==> config.mk <==
export PLATFORM = sky130hd
export DESIGN_NAME = vtms_top
export DESIGN_NICKNAME = d
export VERILOG_FILES = /design/src/rtl/vtms_pkg.sv /design/src/rtl/vtms_cmp_if.sv /design/src/rtl/vtms_hys_cmp.sv /design/src/rtl/vtms_top.sv
export SDC_FILE = /design/constraint.sdc
export NUM_CORES = 1
export LEC_CHECK = 0
export BUFFER_PORTS_ARGS = -buffer_cell sky130_fd_sc_hd__buf_2
export CAP_MARGIN = 0
export CORE_MARGIN = 2
export CORE_UTILIZATION = 63
export CTS_CLUSTER_DIAMETER = 30
export CTS_CLUSTER_SIZE = 28
export DETAILED_ROUTE_END_ITERATION = 10
export PLACE_DENSITY = 0.95
export SLEW_MARGIN = 5
export SYNTH_ARGS = -nofsm -noshare
export SYNTH_HDL_FRONTEND = slang
export SYNTH_HIERARCHICAL = 1
export SYNTH_SLANG_ARGS = --single-unit
export TNS_END_PERCENT = 100
==> constraint.sdc <==
create_clock -name I_CLK_SYS -period 11.95 [get_ports I_CLK_SYS]
set_clock_uncertainty 0.2 [all_clocks]
set_input_delay 0.5975 -clock I_CLK_SYS [delete_from_list [all_inputs] [get_ports I_CLK_SYS]]
set_output_delay 0.5975 -clock I_CLK_SYS [all_outputs]
set_load 0.05 [all_outputs]
==> src/rtl/vtms_pkg.sv <==
package vtms_pkg;
  // ===========================================================
  // Register map
  localparam logic [6:0] ADDR_LOWER_THR  = 7'h14;
  localparam logic [6:0] ADDR_HIGH_THR   = 7'h15;
  localparam logic [6:0] ADDR_DIRECT     = 7'h2d;
  localparam logic [6:0] ADDR_MIN_COMM   = 7'h33;
  localparam logic [6:0] ADDR_MODE_CTRL  = 7'h16;
  localparam logic [6:0] ADDR_STATUS     = 7'h17;
  // ===========================================================
  // Field layout
  localparam int         INTERVAL_W      = 20;
  localparam int         MIN_COMM_W      = 23;
  localparam int         COIL_W          = 9;
  localparam int         COIL_A_LSB      = 0;
  localparam int         COIL_B_LSB      = 16;
  localparam int         HOLD_W          = 5;
  localparam int         STEP_DIV        = 256;
  localparam int         SUPPRESS_STEPS  = 3 * 1024;
  localparam int         HYS_SHIFT       = 4;
  localparam int         HYS_SHIFT_SMALL = 5;
  localparam logic [INTERVAL_W-1:0] INTERVAL_MAX = 20'hfffff;
  // Mode control bits
  localparam int CTL_DIRECT    = 0;
  localparam int CTL_VHIGH_CHM = 1;
  localparam int CTL_VHIGH_FS  = 2;
  localparam int CTL_SMALL_HYS = 3;
  localparam int CTL_REDUCE_EN = 4;
  localparam int CTL_STALL_EN  = 5;
  localparam int CTL_STALL_OUT = 6;
  localparam int CTL_STOP_STALL = 7;
  localparam int CTL_PWM_EN    = 8;
  localparam int CTL_SYNC_EN   = 9;
  localparam int CTL_HOLD_LSB  = 16;
  localparam int CTL_W         = 21;
  localparam logic [31:0] ZERO_WORD = 32'h0000_0000;
  // Velocity band
  typedef enum logic [1:0] {VTMS_SLOW, VTMS_MID, VTMS_HIGH} vtms_band_t;
endpackage

==> src/rtl/vtms_cmp_if.sv <==
`timescale 1ns/1ns
interface vtms_cmp_if;
  logic [19:0] interval;  // Measured step interval
  logic [19:0] threshold; // Threshold
  logic        small_hys; // Use 1/32
  logic        below;     // Interval below threshold (fast)
  modport user (output interval, threshold, small_hys, input below);
  modport cmp  (input interval, threshold, small_hys, output below);
endinterface

==> src/rtl/vtms_hys_cmp.sv <==
`timescale 1ns/1ns
module vtms_hys_cmp (
  input wire logic  i_clk,    // Clock
  input wire logic  i_rst_n,  // Async reset
  vtms_cmp_if.cmp   port      // Compare group
);
  logic [19:0] hys;
  logic [19:0] on_level;
  // ==========================================================
  // Hysteresis: fast only below threshold less a fraction of it,
  // slow again beyond the threshold itself, so the slower switching
  // point is the programmed value and the faster one lies below it
  always_comb begin
    hys      = port.small_hys ? (port.threshold >> vtms_pkg::HYS_SHIFT_SMALL)
                              : (port.threshold >> vtms_pkg::HYS_SHIFT);
    on_level = port.threshold - hys;  // Cannot wrap, hys never exceeds threshold
  end
  // Decision register; holds between the two compare levels
  always_ff @(posedge i_clk or negedge i_rst_n) begin
    if (!i_rst_n) begin
      port.below <= 1'b0;
    end else if (port.interval < on_level) begin
      port.below <= 1'b1;
    end else if (port.interval > port.threshold) begin
      port.below <= 1'b0;
    end
  end
endmodule

==> src/rtl/vtms_top.sv <==
`timescale 1ns/1ns
// What this block does
// - Between thresholds allow current reduction if configured, keep voltage PWM off.
// - Lower threshold at or above interval enables stall detect, output, stop, if configured.
// - Outside commutation mode stall detect turns off below lower threshold velocity.
// - Crossing the high threshold suppresses stall detect for two to three electrical periods.
// - Interval at or below high threshold: no reduction, normal current, no voltage PWM.
// - Above high threshold with chopper bit, force chopper mode one, fast decay zero.
// - Above high threshold, chopper synchronisation is off.
// - Above high threshold with fullstep bit, fullstep and commutation stall detector.
// - Thresholds are step intervals in clock cycles compared with measured interval.
// - High threshold is unsigned 20-bit write-only.
// - Direct mode takes signed coil currents from direct register, bits 8..0 and 24..16.
// - Direct mode scales coil currents by hold current.
// - Direct mode disables velocity based voltage PWM regulation.
// - Commutation runs only while commutation enable input is high.
// - Minimum commutation velocity is 23-bit write-only.
// - Minimum velocity time base is 2^24 clock cycles.
// - Interval counts clocks between 1/256 microsteps, saturates at all ones.
// - Comparisons use 1/16 hysteresis, 1/32 with small hysteresis flag.

// ==========================================================
// Usage notes
// Register map: 0x14 lower threshold, 0x15 high threshold, 0x2d direct
// coil word, 0x33 minimum velocity, 0x16 mode control, 0x17 status.
// Mode control: b0 direct, b1 high chopper, b2 high fullstep, b3 small
// hysteresis, b4 reduction, b5 stall, b6 stall out, b7 stop on stall,
// b8 voltage PWM, b9 sync, b20..16 hold current scale.
// Status: interval in b19..0, velocity band in b21..20.
// STEP_DIV must be a power of two: the interval is a slice of a wider
// clock counter rather than a divider, which keeps the path short.
// Thresholds and minimum velocity are write only and read as zero,
// so a host must keep its own copy of them.
// Mode outputs are combinational from registers; they settle one clock
// after the write or interval change that moves them.
// Comparators hold between their two levels, so a jittery step clock
// near a threshold does not make the modes chatter.
module vtms_top #(
  parameter int STEP_DIV = vtms_pkg::STEP_DIV  // Microsteps per input step
) (
  input  wire logic        I_CLK_SYS,            // System clock
  input  wire logic        I_RESETN,             // Async reset, low
  input  wire logic        I_STEP,               // Step pulse pin
  input  wire logic        I_COMM_ENABLE,        // Commutation enable pin
  input  wire logic        I_WR,                 // Register write strobe
  input  wire logic        I_RD,                 // Register read strobe
  input  wire logic [6:0]  I_ADDR,               // Register address
  input  wire logic [31:0] I_WDATA,              // Write data
  output logic      [31:0] O_RDATA,              // Read data
  output logic      [19:0] O_STEP_INTERVAL,      // Measured interval
  output logic             O_CHOPPER_MODE,       // Forced chopper mode
  output logic             O_FAST_DECAY_ZERO,    // Fast decay time forced zero
  output logic             O_SYNC_ENABLE,        // Chopper sync allowed
  output logic             O_FULLSTEP,           // Fullstep drive
  output logic             O_PWM_ENABLE,         // Voltage PWM allowed
  output logic             O_PWM_AUTO_REG,       // Velocity based PWM regulation
  output logic             O_REDUCE_ENABLE,      // Current reduction allowed
  output logic             O_STALL_DETECT,       // Stall detection active
  output logic             O_STALL_SEL_COMM,     // Stall from commutation detector
  output logic             O_STALL_OUT_EN,       // Stall output allowed
  output logic             O_STOP_ON_STALL,      // Stop on stall allowed
  output logic             O_COMM_ACTIVE,        // Commutation running
  output logic      [22:0] O_MIN_COMM_VELOCITY,  // Minimum velocity, 2^24 clk base
  output logic             O_DIRECT_MODE,        // Direct coil mode
  output logic      [8:0]  O_COIL_A,             // Signed coil A current
  output logic      [8:0]  O_COIL_B,             // Signed coil B current
  output logic      [4:0]  O_CURRENT_SCALE       // Hold current scale in direct mode
);
  // ==========================================================
  // Registers
  logic [19:0] lower_velocity_threshold;
  logic [19:0] high_velocity_threshold;
  logic [31:0] direct_coil_current;
  logic [22:0] min_commutation_velocity;
  logic [20:0] mode_ctrl;
  logic [1:0]  step_sync;
  logic [1:0]  comm_sync;
  logic        step_prev;
  localparam int count_w = vtms_pkg::INTERVAL_W + $clog2(STEP_DIV);
  logic [count_w-1:0] step_count;
  logic [19:0] measured_step_interval;
  logic [11:0] suppress_count;
  logic        high_prev;
  logic        step_edge;
  logic        comm_en;
  vtms_pkg::vtms_band_t band;
  vtms_cmp_if cmp_low ();
  vtms_cmp_if cmp_high ();

  // ==========================================================
  // Register writes; thresholds and minimum velocity are write only
  // Unmapped addresses are ignored so a stray write cannot disturb
  // the mode outputs
  always_ff @(posedge I_CLK_SYS or negedge I_RESETN) begin
    if (!I_RESETN) begin
      lower_velocity_threshold <= 20'h00000;
      high_velocity_threshold  <= 20'h00000;
      direct_coil_current      <= 32'h0000_0000;
      min_commutation_velocity <= 23'h000000;
      mode_ctrl                <= 21'h000000;
    end else if (I_WR) begin
      case (I_ADDR)
        vtms_pkg::ADDR_LOWER_THR: lower_velocity_threshold <= I_WDATA[19:0];
        vtms_pkg::ADDR_HIGH_THR:  high_velocity_threshold  <= I_WDATA[19:0];
        vtms_pkg::ADDR_DIRECT:    direct_coil_current      <= I_WDATA;
        vtms_pkg::ADDR_MIN_COMM:  min_commutation_velocity <= I_WDATA[22:0];
        vtms_pkg::ADDR_MODE_CTRL: mode_ctrl                <= I_WDATA[20:0];
        default: ;
      endcase
    end
  end

  // Read mux; write-only registers and unmapped addresses read zero
  // Read data is registered and holds until the next read strobe,
  // so a slow host may fetch it at leisure
  always_ff @(posedge I_CLK_SYS or negedge I_RESETN) begin
    if (!I_RESETN) begin
      O_RDATA <= vtms_pkg::ZERO_WORD;
    end else if (I_RD) begin
      case (I_ADDR)
        vtms_pkg::ADDR_DIRECT:    O_RDATA <= direct_coil_current;
        vtms_pkg::ADDR_MODE_CTRL: O_RDATA <= {11'h000, mode_ctrl};
        vtms_pkg::ADDR_STATUS:    O_RDATA <= {10'h000, band, measured_step_interval};
        default:                  O_RDATA <= vtms_pkg::ZERO_WORD;
      endcase
    end
  end

  // ==========================================================
  // Pin synchronisers; first stage feeds only the second
  // Step and enable pins come from the host's domain; the price is
  // two clocks of latency before a step edge is seen
  always_ff @(posedge I_CLK_SYS or negedge I_RESETN) begin
    if (!I_RESETN) begin
      step_sync <= 2'b00;
      comm_sync <= 2'b00;
      step_prev <= 1'b0;
    end else begin
      step_sync <= {step_sync[0], I_STEP};
      comm_sync <= {comm_sync[0], I_COMM_ENABLE};
      step_prev <= step_sync[1];
    end
  end
  assign step_edge = step_sync[1] & ~step_prev;
  assign comm_en   = comm_sync[1];

  // ==========================================================
  // Interval measurement: clocks between input steps, each worth
  // STEP_DIV microsteps of 1/256, so the count is kept STEP_DIV times
  // finer and its top bits are the interval. Saturates at all ones.
  // The counter starts saturated, so the first step after reset reads
  // as standstill rather than as a short interval crossing every threshold.
  always_ff @(posedge I_CLK_SYS or negedge I_RESETN) begin
    if (!I_RESETN) begin
      step_count             <= '1;
      measured_step_interval <= vtms_pkg::INTERVAL_MAX;
    end else if (step_edge) begin
      step_count             <= count_w'(1);                                     // Edge clock counts
      measured_step_interval <= step_count[count_w-1 -: vtms_pkg::INTERVAL_W];
    end else if (step_count != '1) begin
      step_count <= step_count + count_w'(1);
    end else begin
      measured_step_interval <= vtms_pkg::INTERVAL_MAX;
    end
  end
  assign O_STEP_INTERVAL = measured_step_interval;

  // ==========================================================
  // Threshold comparisons in clock cycles with hysteresis
  // Both comparators share the hysteresis flag; thresholds are taken
  // as written, with no scaling, so host and block use one time base
  assign cmp_low.interval   = measured_step_interval;
  assign cmp_low.threshold  = lower_velocity_threshold;
  assign cmp_low.small_hys  = mode_ctrl[vtms_pkg::CTL_SMALL_HYS];
  assign cmp_high.interval  = measured_step_interval;
  assign cmp_high.threshold = high_velocity_threshold;
  assign cmp_high.small_hys = mode_ctrl[vtms_pkg::CTL_SMALL_HYS];

  vtms_hys_cmp u_cmp_low (
    .i_clk   (I_CLK_SYS),
    .i_rst_n (I_RESETN),
    .port    (cmp_low)
  );
  vtms_hys_cmp u_cmp_high (
    .i_clk   (I_CLK_SYS),
    .i_rst_n (I_RESETN),
    .port    (cmp_high)
  );

  // Velocity band from the two comparisons
  always_comb begin
    if (cmp_high.below) begin
      band = vtms_pkg::VTMS_HIGH;
    end else if (cmp_low.below) begin
      band = vtms_pkg::VTMS_MID;
    end else begin
      band = vtms_pkg::VTMS_SLOW;
    end
  end

  // ==========================================================
  // Stall suppression after each high threshold crossing, counted in
  // microsteps: each input step is worth STEP_DIV of them. Three
  // electrical periods, the upper end of two to three, so the detector
  // has settled in the new mode before it is trusted again.
  always_ff @(posedge I_CLK_SYS or negedge I_RESETN) begin
    if (!I_RESETN) begin
      high_prev      <= 1'b0;
      suppress_count <= 12'h000;
    end else begin
      high_prev <= cmp_high.below;
      if (high_prev != cmp_high.below) begin
        suppress_count <= 12'(vtms_pkg::SUPPRESS_STEPS);
      end else if (step_edge && suppress_count > 12'(STEP_DIV)) begin
        suppress_count <= suppress_count - 12'(STEP_DIV);
      end else if (step_edge) begin
        suppress_count <= 12'h000;
      end
    end
  end

  // ==========================================================
  // Mode selection outputs
  // Defaults are the slow band values except O_PWM_ENABLE, which the slow
  // band sets itself; each band only overrides what it forces, so no
  // output is left unassigned on any path
  always_comb begin
    O_CHOPPER_MODE    = 1'b0;
    O_FAST_DECAY_ZERO = 1'b0;
    O_SYNC_ENABLE     = mode_ctrl[vtms_pkg::CTL_SYNC_EN];
    O_FULLSTEP        = 1'b0;
    O_STALL_SEL_COMM  = 1'b0;
    O_PWM_ENABLE      = 1'b0;
    O_REDUCE_ENABLE   = 1'b0;
    case (band)
      vtms_pkg::VTMS_HIGH: begin
        O_REDUCE_ENABLE = 1'b0;
        O_PWM_ENABLE    = 1'b0;
        O_SYNC_ENABLE   = 1'b0;
        if (mode_ctrl[vtms_pkg::CTL_VHIGH_CHM]) begin
          O_CHOPPER_MODE    = 1'b1;
          O_FAST_DECAY_ZERO = 1'b1;
        end
        if (mode_ctrl[vtms_pkg::CTL_VHIGH_FS]) begin
          O_FULLSTEP       = 1'b1;
          O_STALL_SEL_COMM = 1'b1;
        end
      end
      vtms_pkg::VTMS_MID: begin
        O_REDUCE_ENABLE = mode_ctrl[vtms_pkg::CTL_REDUCE_EN];
        O_PWM_ENABLE    = 1'b0;
      end
      vtms_pkg::VTMS_SLOW: begin
        O_PWM_ENABLE = mode_ctrl[vtms_pkg::CTL_PWM_EN];
      end
      default: begin
        O_PWM_ENABLE = 1'b0;
      end
    endcase
  end

  // Stall detection: on below lower threshold interval, held on in
  // commutation mode, masked after high threshold crossings
  // Stall output and stop follow the lower threshold alone; the mask
  // concerns the detector, whose readings are false during a switch
  always_comb begin
    O_STALL_DETECT  = mode_ctrl[vtms_pkg::CTL_STALL_EN] && (cmp_low.below || O_COMM_ACTIVE)
                      && (suppress_count == 12'h000);
    O_STALL_OUT_EN  = mode_ctrl[vtms_pkg::CTL_STALL_OUT] && cmp_low.below;
    O_STOP_ON_STALL = mode_ctrl[vtms_pkg::CTL_STOP_STALL] && cmp_low.below;
  end

  // ==========================================================
  // Commutation and direct coil outputs
  // Minimum velocity is passed on unscaled; its time base of 2^24
  // clocks is applied by the commutation logic downstream, which keeps
  // a wide divider out of this block
  assign O_COMM_ACTIVE       = comm_en;
  assign O_MIN_COMM_VELOCITY = min_commutation_velocity;
  assign O_DIRECT_MODE       = mode_ctrl[vtms_pkg::CTL_DIRECT];
  assign O_PWM_AUTO_REG      = ~mode_ctrl[vtms_pkg::CTL_DIRECT];

  // Coil and scale outputs registered; zero current in normal mode
  // Registering keeps a half written coil word from reaching the bridge
  // and lets the downstream table take over cleanly in normal mode
  always_ff @(posedge I_CLK_SYS or negedge I_RESETN) begin
    if (!I_RESETN) begin
      O_COIL_A        <= 9'h000;
      O_COIL_B        <= 9'h000;
      O_CURRENT_SCALE <= 5'h00;
    end else if (mode_ctrl[vtms_pkg::CTL_DIRECT]) begin
      O_COIL_A        <= direct_coil_current[vtms_pkg::COIL_A_LSB +: vtms_pkg::COIL_W];
      O_COIL_B        <= direct_coil_current[vtms_pkg::COIL_B_LSB +: vtms_pkg::COIL_W];
      O_CURRENT_SCALE <= mode_ctrl[vtms_pkg::CTL_HOLD_LSB +: vtms_pkg::HOLD_W];
    end else begin
      O_COIL_A        <= 9'h000;
      O_COIL_B        <= 9'h000;
      O_CURRENT_SCALE <= 5'h00;
    end
  end
endmodule

Yosys cells after proc, flatten, opt, wreduce, memory -nomap -nowiden
Index checks and enable logic that the tools add are counted.
Widths: inputs -> output; s select.
{"block": "classes", "eq_ne": 11, "bitwise": 3, "n_reduce_logical": 17, "n_lt_le_gt_ge": 5, "muxes": 26, "n_addsub": 4}
{"cell": "$pmux 32 s3", "n": 1}
{"cell": "$mux 28", "n": 2}
{"cell": "$gt 20x20->1", "n": 2}
{"cell": "$lt 20x20->1", "n": 2}
{"cell": "$mux 20", "n": 2}
{"cell": "$sub 20x20->20", "n": 2}
{"cell": "$mux 12", "n": 3}
{"cell": "$mux 16", "n": 2}
{"cell": "$add 28x1->28 const B", "n": 1}
{"cell": "$eq 7x5->1 const B", "n": 4}
{"cell": "$ne 28x28->1 const B", "n": 1}
{"cell": "$mux 9", "n": 2}
{"cell": "$eq 7x6->1 const B", "n": 2}
{"cell": "$gt 12x9->1 const B", "n": 1}
{"cell": "$logic_not 12->1", "n": 1}
{"cell": "$mux 1", "n": 12}
{"cell": "$sub 12x9->12 const B", "n": 1}
{"cell": "$reduce_and 2->1", "n": 5}
{"cell": "$reduce_bool 2->1", "n": 3}
{"cell": "$logic_and 1x1->1", "n": 5}
{"cell": "$mux 5", "n": 1}
{"cell": "$reduce_bool 3->1", "n": 1}
{"cell": "$eq 2x1->1 const B", "n": 1}
{"cell": "$eq 2x2->1 const B", "n": 1}
{"cell": "7 further kinds", "n": 8}
{"block": "totals", "output_inout_bits": 111, "reg_bits": 239}

Logic depth before layout (Yosys ltp)
{"block": "logic_depth", "word_depth": 5, "mapped_depth": 22}

Modules after synthesis
Netlist, hierarchy kept.
{"module": "vtms_top", "cells_each": 794, "instances": 1, "seq_area_each_um2": 5790.6, "area_per_inst_um2": 9758.1}
{"module": "vtms_hys_cmp (u_cmp_low)", "cells_each": 259, "instances": 1, "seq_area_each_um2": 25.0, "area_per_inst_um2": 2083.2}
{"module": "vtms_hys_cmp (u_cmp_high)", "cells_each": 254, "instances": 1, "seq_area_each_um2": 25.0, "area_per_inst_um2": 2008.2}

Least setup slack after synthesis
OpenSTA, ideal clock, no wires.
{"block": "synth_timing", "path_kind": "register to register", "startpoint": "reg mode_ctrl[3]", "endpoint": "reg u_cmp_high.port.below", "n_path_buf": 2, "synth_period_minus_slack_ns": 4.753, "arrival_ns": 4.414, "t_required_ns": 11.611, "stages_incl_launch_ff": 23, "path_slack_ns": 7.197, "cell_sequence": "dfrtp_1 > clkbuf_1 > clkbuf_1 > nand2_1 > o21ai_0 > ha_1 > inv_1 > fa_1 > a21oi_1 > nor2b_1 > a311o_1 > o221a_2 > a31oi_1 > o21ai_1 > xnor2_1 > ha_1 > nand4_1 > or2_2 > a211o_1 > a31oi_1 > a2111oi_0 > o21ai_0 > o2111ai_1"}
{"block": "synth_between", "elab_chain_cells": 4, "word_cells_on_any_way": 5, "cone_classes": "1 x add/sub; 1 x order compare; 2 x mux; 1 x reduce/logical"}
{"element": "start, declared", "line_no": "vtms_top.sv:75", "text": "logic [20:0] mode_ctrl;"}
{"element": "start signal, assigned", "line_no": "vtms_top.sv:107", "text": "vtms_pkg::ADDR_MODE_CTRL: mode_ctrl <= I_WDATA[20:0];"}
{"element": "$mux 16 (*)", "line_no": "vtms_hys_cmp.sv:14", "text": "hys = port.small_hys ? (port.threshold >> vtms_pkg::HYS_SHIFT_SMALL)"}
{"element": "$sub 20x20->20 (*)", "line_no": "vtms_hys_cmp.sv:16", "text": "on_level = port.threshold - hys;"}
{"element": "$lt 20x20->1 (*)", "line_no": "vtms_hys_cmp.sv:22", "text": "end else if (port.interval < on_level) begin"}
{"element": "$mux 1 / $reduce_bool 2->1 (equally long branches)"}
{"element": "end signal, assigned", "line_no": "vtms_hys_cmp.sv:21", "text": "port.below <= 1'b0;"}
{"element": "end signal, assigned", "line_no": "vtms_hys_cmp.sv:23", "text": "port.below <= 1'b1;"}
{"element": "end signal, assigned", "line_no": "vtms_hys_cmp.sv:25", "text": "port.below <= 1'b0;"}
{"element": "end, declared", "line_no": "vtms_cmp_if.sv:8", "text": "modport cmp (input interval, threshold, small_hys, output below);"}
Every way passes the cells marked *; elsewhere a longest branch is shown, timed or not.
A chain may end at the register's enable or synchronous reset.

Worst setup path after layout
Same ends and word-level chain as after synthesis.

==> reports/qor.csv <==
metric;value;unit
status;finished, final reports clean;
gp_congestion;0.947;
ios;156;
antenna_cells;0;
ys.flop_type;dfrtp_1;
maxSlewViolCount;0;
grt_start_max_net_pins;95;
area_delta_synth_final;20.1;%
synth-seq-area-share;42.2;%
required;12150;ps
crit_path_max_incr_delay;800;ps
fin_tns_setup;0;ps
cts_root_buf;clkbuf_16;
grt_pass1_vias;13300;
synth-edff-count;0;
core_area;21700;um2
post_drt_wl_per_cell;26.5;um
p_leak;7.82;nW
async_flop_share;100;%
hpwl;26900;um
nFillCells;1183;
port_buffers;155;
p_seq_share;29.5;%
ctsResizeCount;0;
grt_pass1_wl;74100;um
grt_busiest_layer;met2;
powerDensity;195;nW/um2
vias;12700;
yosysWarnings;6;
row_count;54;
met1_usage;47.4;%
die_y;152;um
setup_viol;0;
pwr-share-clk;45.1;%
synth-seq-cells;231;
maxCapViolCount;0;
start_util;63.9;%
cts_made_buffers;47;
grt_overflow;0;
path_cells;nand2_1 > o21ai_0 > ha_1 > inv_1 > fa_1 > a21oi_1 > nor2b_1 > a311o_1 > a2111oi_0 > nor2_1 > a31oi_1 > xnor2_1 > ha_1 > nand2_1 > or2_2 > a211o_1 > a31oi_1 > a2111oi_0 > o21ai_0 > o2111ai_1;
finalPower;3.25;mW
worstHoldPathType;input pin to flop;
slew_headroom;19.0;%
nets;1628;
synth.avg_cell_area;10.6;um2
drc;0;
fmax;0.191;GHz
criticalPathCategory;flop to flop;
pwr-share-comb;25.4;%
ir_worst_vdd;0.156;mV
slowest_stage;dfrtp_1;
htree_levels;2;
end_kind;flop;
max_slew.worst_pin.slew;1210;ps
synthCells;1307;
arrival;5430;ps
drtPass1Iterations;7;
clock_latency;570;ps
hold_viol_final;0;
antenna_found_initial;0;
finish.utilization;76.7;%
clk_pin_slew;60;ps
die_area;23200;um2
syn_nets;1467;
startpoint_type;flop;
swShare;34.0;%
ant_nets;0;
die_w;152;um
drt_iter0_drc;1559;
tritoncts;done;
layout-drive-gt1-share;31.1;%
grt_use_total;40.3;%
post_cts_buffers;0;
grt_setup_unrepaired;no;
clock_sinks;231;
synth_cell_types;95;
drt-total-wl;47300;um
power.net_switching;1.10;mW
via_per_inst;7.10;
synth_area;13800;um2
cts_max_path_buffers;3;
p_int;2.14;mW
crit_path_max_fanout;13;
met3_usage;10.0;%
period_share;43.8;%
period_needed;5230;ps
grtUsageMet2;64.9;%
## power groups by stage
stage	Combinational, mW	Clock (mW)	Sequential, mW
floorplan	0.536	0	0.972
global placement	0.736	0	0.952
detailed placement	0.768	0	0.956
CTS	0.801	1.46	0.950
global route	0.887	1.50	0.960
finish	0.825	1.46	0.958
## stage by stage
stage / hold WS, ps / setup slack (ps) / instances / instance area (um2)
4_1_cts: 80.0 / 6890 / 1786 / 16600
2_1_floorplan: 102 / 7200 / 1307 / 13800
6_report: 78.5 / 6720 / 1786 / 16600
5_1_grt: 89.3 / 6510 / 1786 / 16600
3_5_place_dp: 144 / 7080 / 1696 / 14900
3_3_place_gp: 133 / 7160 / 1696 / 14900
## placed cells by master (no fill, tap or decap), drive strengths merged, types with 15 or more instances in the layout
cell | synthesis | routed
a21o | 15 | 15
a21oi | 74 | 74
a22oi | 24 | 24
and2 | 35 | 35
buf | 16 | 166
clkbuf | 41 | 57
dfrtp | 183 | 183
dfstp | 48 | 48
ha | 113 | 113
inv | 84 | 94
mux2 | 116 | 116
mux2i | 40 | 40
nand2 | 64 | 64
nand2b | 20 | 20
nand3 | 49 | 49
nand4 | 22 | 22
nor2 | 79 | 79
nor2b | 20 | 20
nor4 | 17 | 17
o211ai | 16 | 16
o21ai | 50 | 50
o221ai | 18 | 18
xnor2 | 22 | 22
## layer usage
metal | part of all wire, % | vias up | routed length (um)
met5 | 0 | - | 0
met4 | 8.5 | 0 | 4040
met3 | 11 | 371 | 5240
met2 | 46 | 1093 | 21800
met1 | 34 | 6100 | 16200
li1 | - | 5111 | -
## critical path, delay by kind of cell, from the launching register on
| kind | cells | cell delay [ps] |
|---|---|---|
| xor gates and xnor gates | 1 | 90 |
| buffers and inverters | 1 | 80 |
| adders and majority gates | 3 | 940 |
| and+or+nand+nor | 5 | 780 |
| AOI/OAI and AO/OA | 10 | 2190 |
| DFF | 1 | 800 |
## state kept, by name, summed over array words and instances (netlist names), 4 cells and up
name and flops:
O_RDATA 32, O_CURRENT_SCALE 5, O_MIN_COMM_VELOCITY 23, O_COIL_A 9
O_COIL_B 9, direct_coil_current 32, suppress_count 4, O_STEP_INTERVAL 20
cmp_high.threshold 20, step_count 28, cmp_low.threshold 20, mode_ctrl 21
## synthesized netlist by cell type, types with 15 or more instances
cell type | instances | share of area [%]
dfrtp_1 | 183 | 33
clkbuf_1 | 41 | 1.1
a22oi_1 | 23 | 1.2
xnor2_1 | 22 | 1.4
o21ai_0 | 41 | 1.5
a21o_1 | 15 | 0.81
nand2b_1 | 19 | 0.86
o221ai_1 | 17 | 1.1
and2_1 | 33 | 1.5
nand4_1 | 19 | 0.86
ha_1 | 113 | 10
nand2_1 | 62 | 1.7
dfstp_2 | 48 | 9.1
nor2b_1 | 18 | 0.81
nand3_1 | 46 | 1.7
nor2_1 | 78 | 2.1
mux2_2 | 116 | 9.4
a21oi_1 | 70 | 2.5
mux2i_1 | 40 | 2.9
inv_1 | 84 | 2.3
## cell type report
| class | count | area [um2] | area share (%) |
|---|---|---|---|
| Clock buffer | 57 | 1290 | 7.78 |
| Clock inverter | 30 | 457 | 2.75 |
| Inverter | 84 | 315 | 1.90 |
| Multi-Input combinational cell | 935 | 7480 | 45.0 |
| Sequential cell | 231 | 5840 | 35.1 |
| Tap cell | 280 | 350 | 2.11 |
| Timing Repair Buffer | 169 | 898 | 5.40 |
## cells by family (layout without fill, tap and decap cells)
kind of cell | Yosys count | in the layout | synth area share (%)
AND/OR/NAND/NOR | 353 | 353 | 14.2
AO/OA/AOI/OAI | 276 | 276 | 14.5
flip-flops | 231 | 231 | 42.2
multiplexers | 156 | 156 | 12.3
buffers and inverters | 141 | 340 | 4.09
adder cells (fa/ha/maj) | 115 | 115 | 10.5
XOR/XNOR | 35 | 35 | 2.21
## path summary, 6_finish.rpt
kind                         startpoint                 endpoint  slack [ps]  depth (start not counted)
min reg2reg                step_sync[0]             step_sync[1]         150                          0
min                         I_WDATA[29]  direct_coil_current[29]          80                          2
max in group asynchronous      I_RESETN  direct_coil_current[13]        8780                          4
max                        mode_ctrl[3]    u_cmp_high/port.below        6720                         20
max reg2reg                mode_ctrl[3]    u_cmp_high/port.below        6720                         20
min in group asynchronous      I_RESETN              O_COIL_A[4]         450                          2
## repair_timing
action,in CTS,in global routing
hold buffers,3,0
hold endpoints to repair,47,0
endpoints found under the setup margin,0,0
No activity file was read; power rests on OpenSTA's default activity.
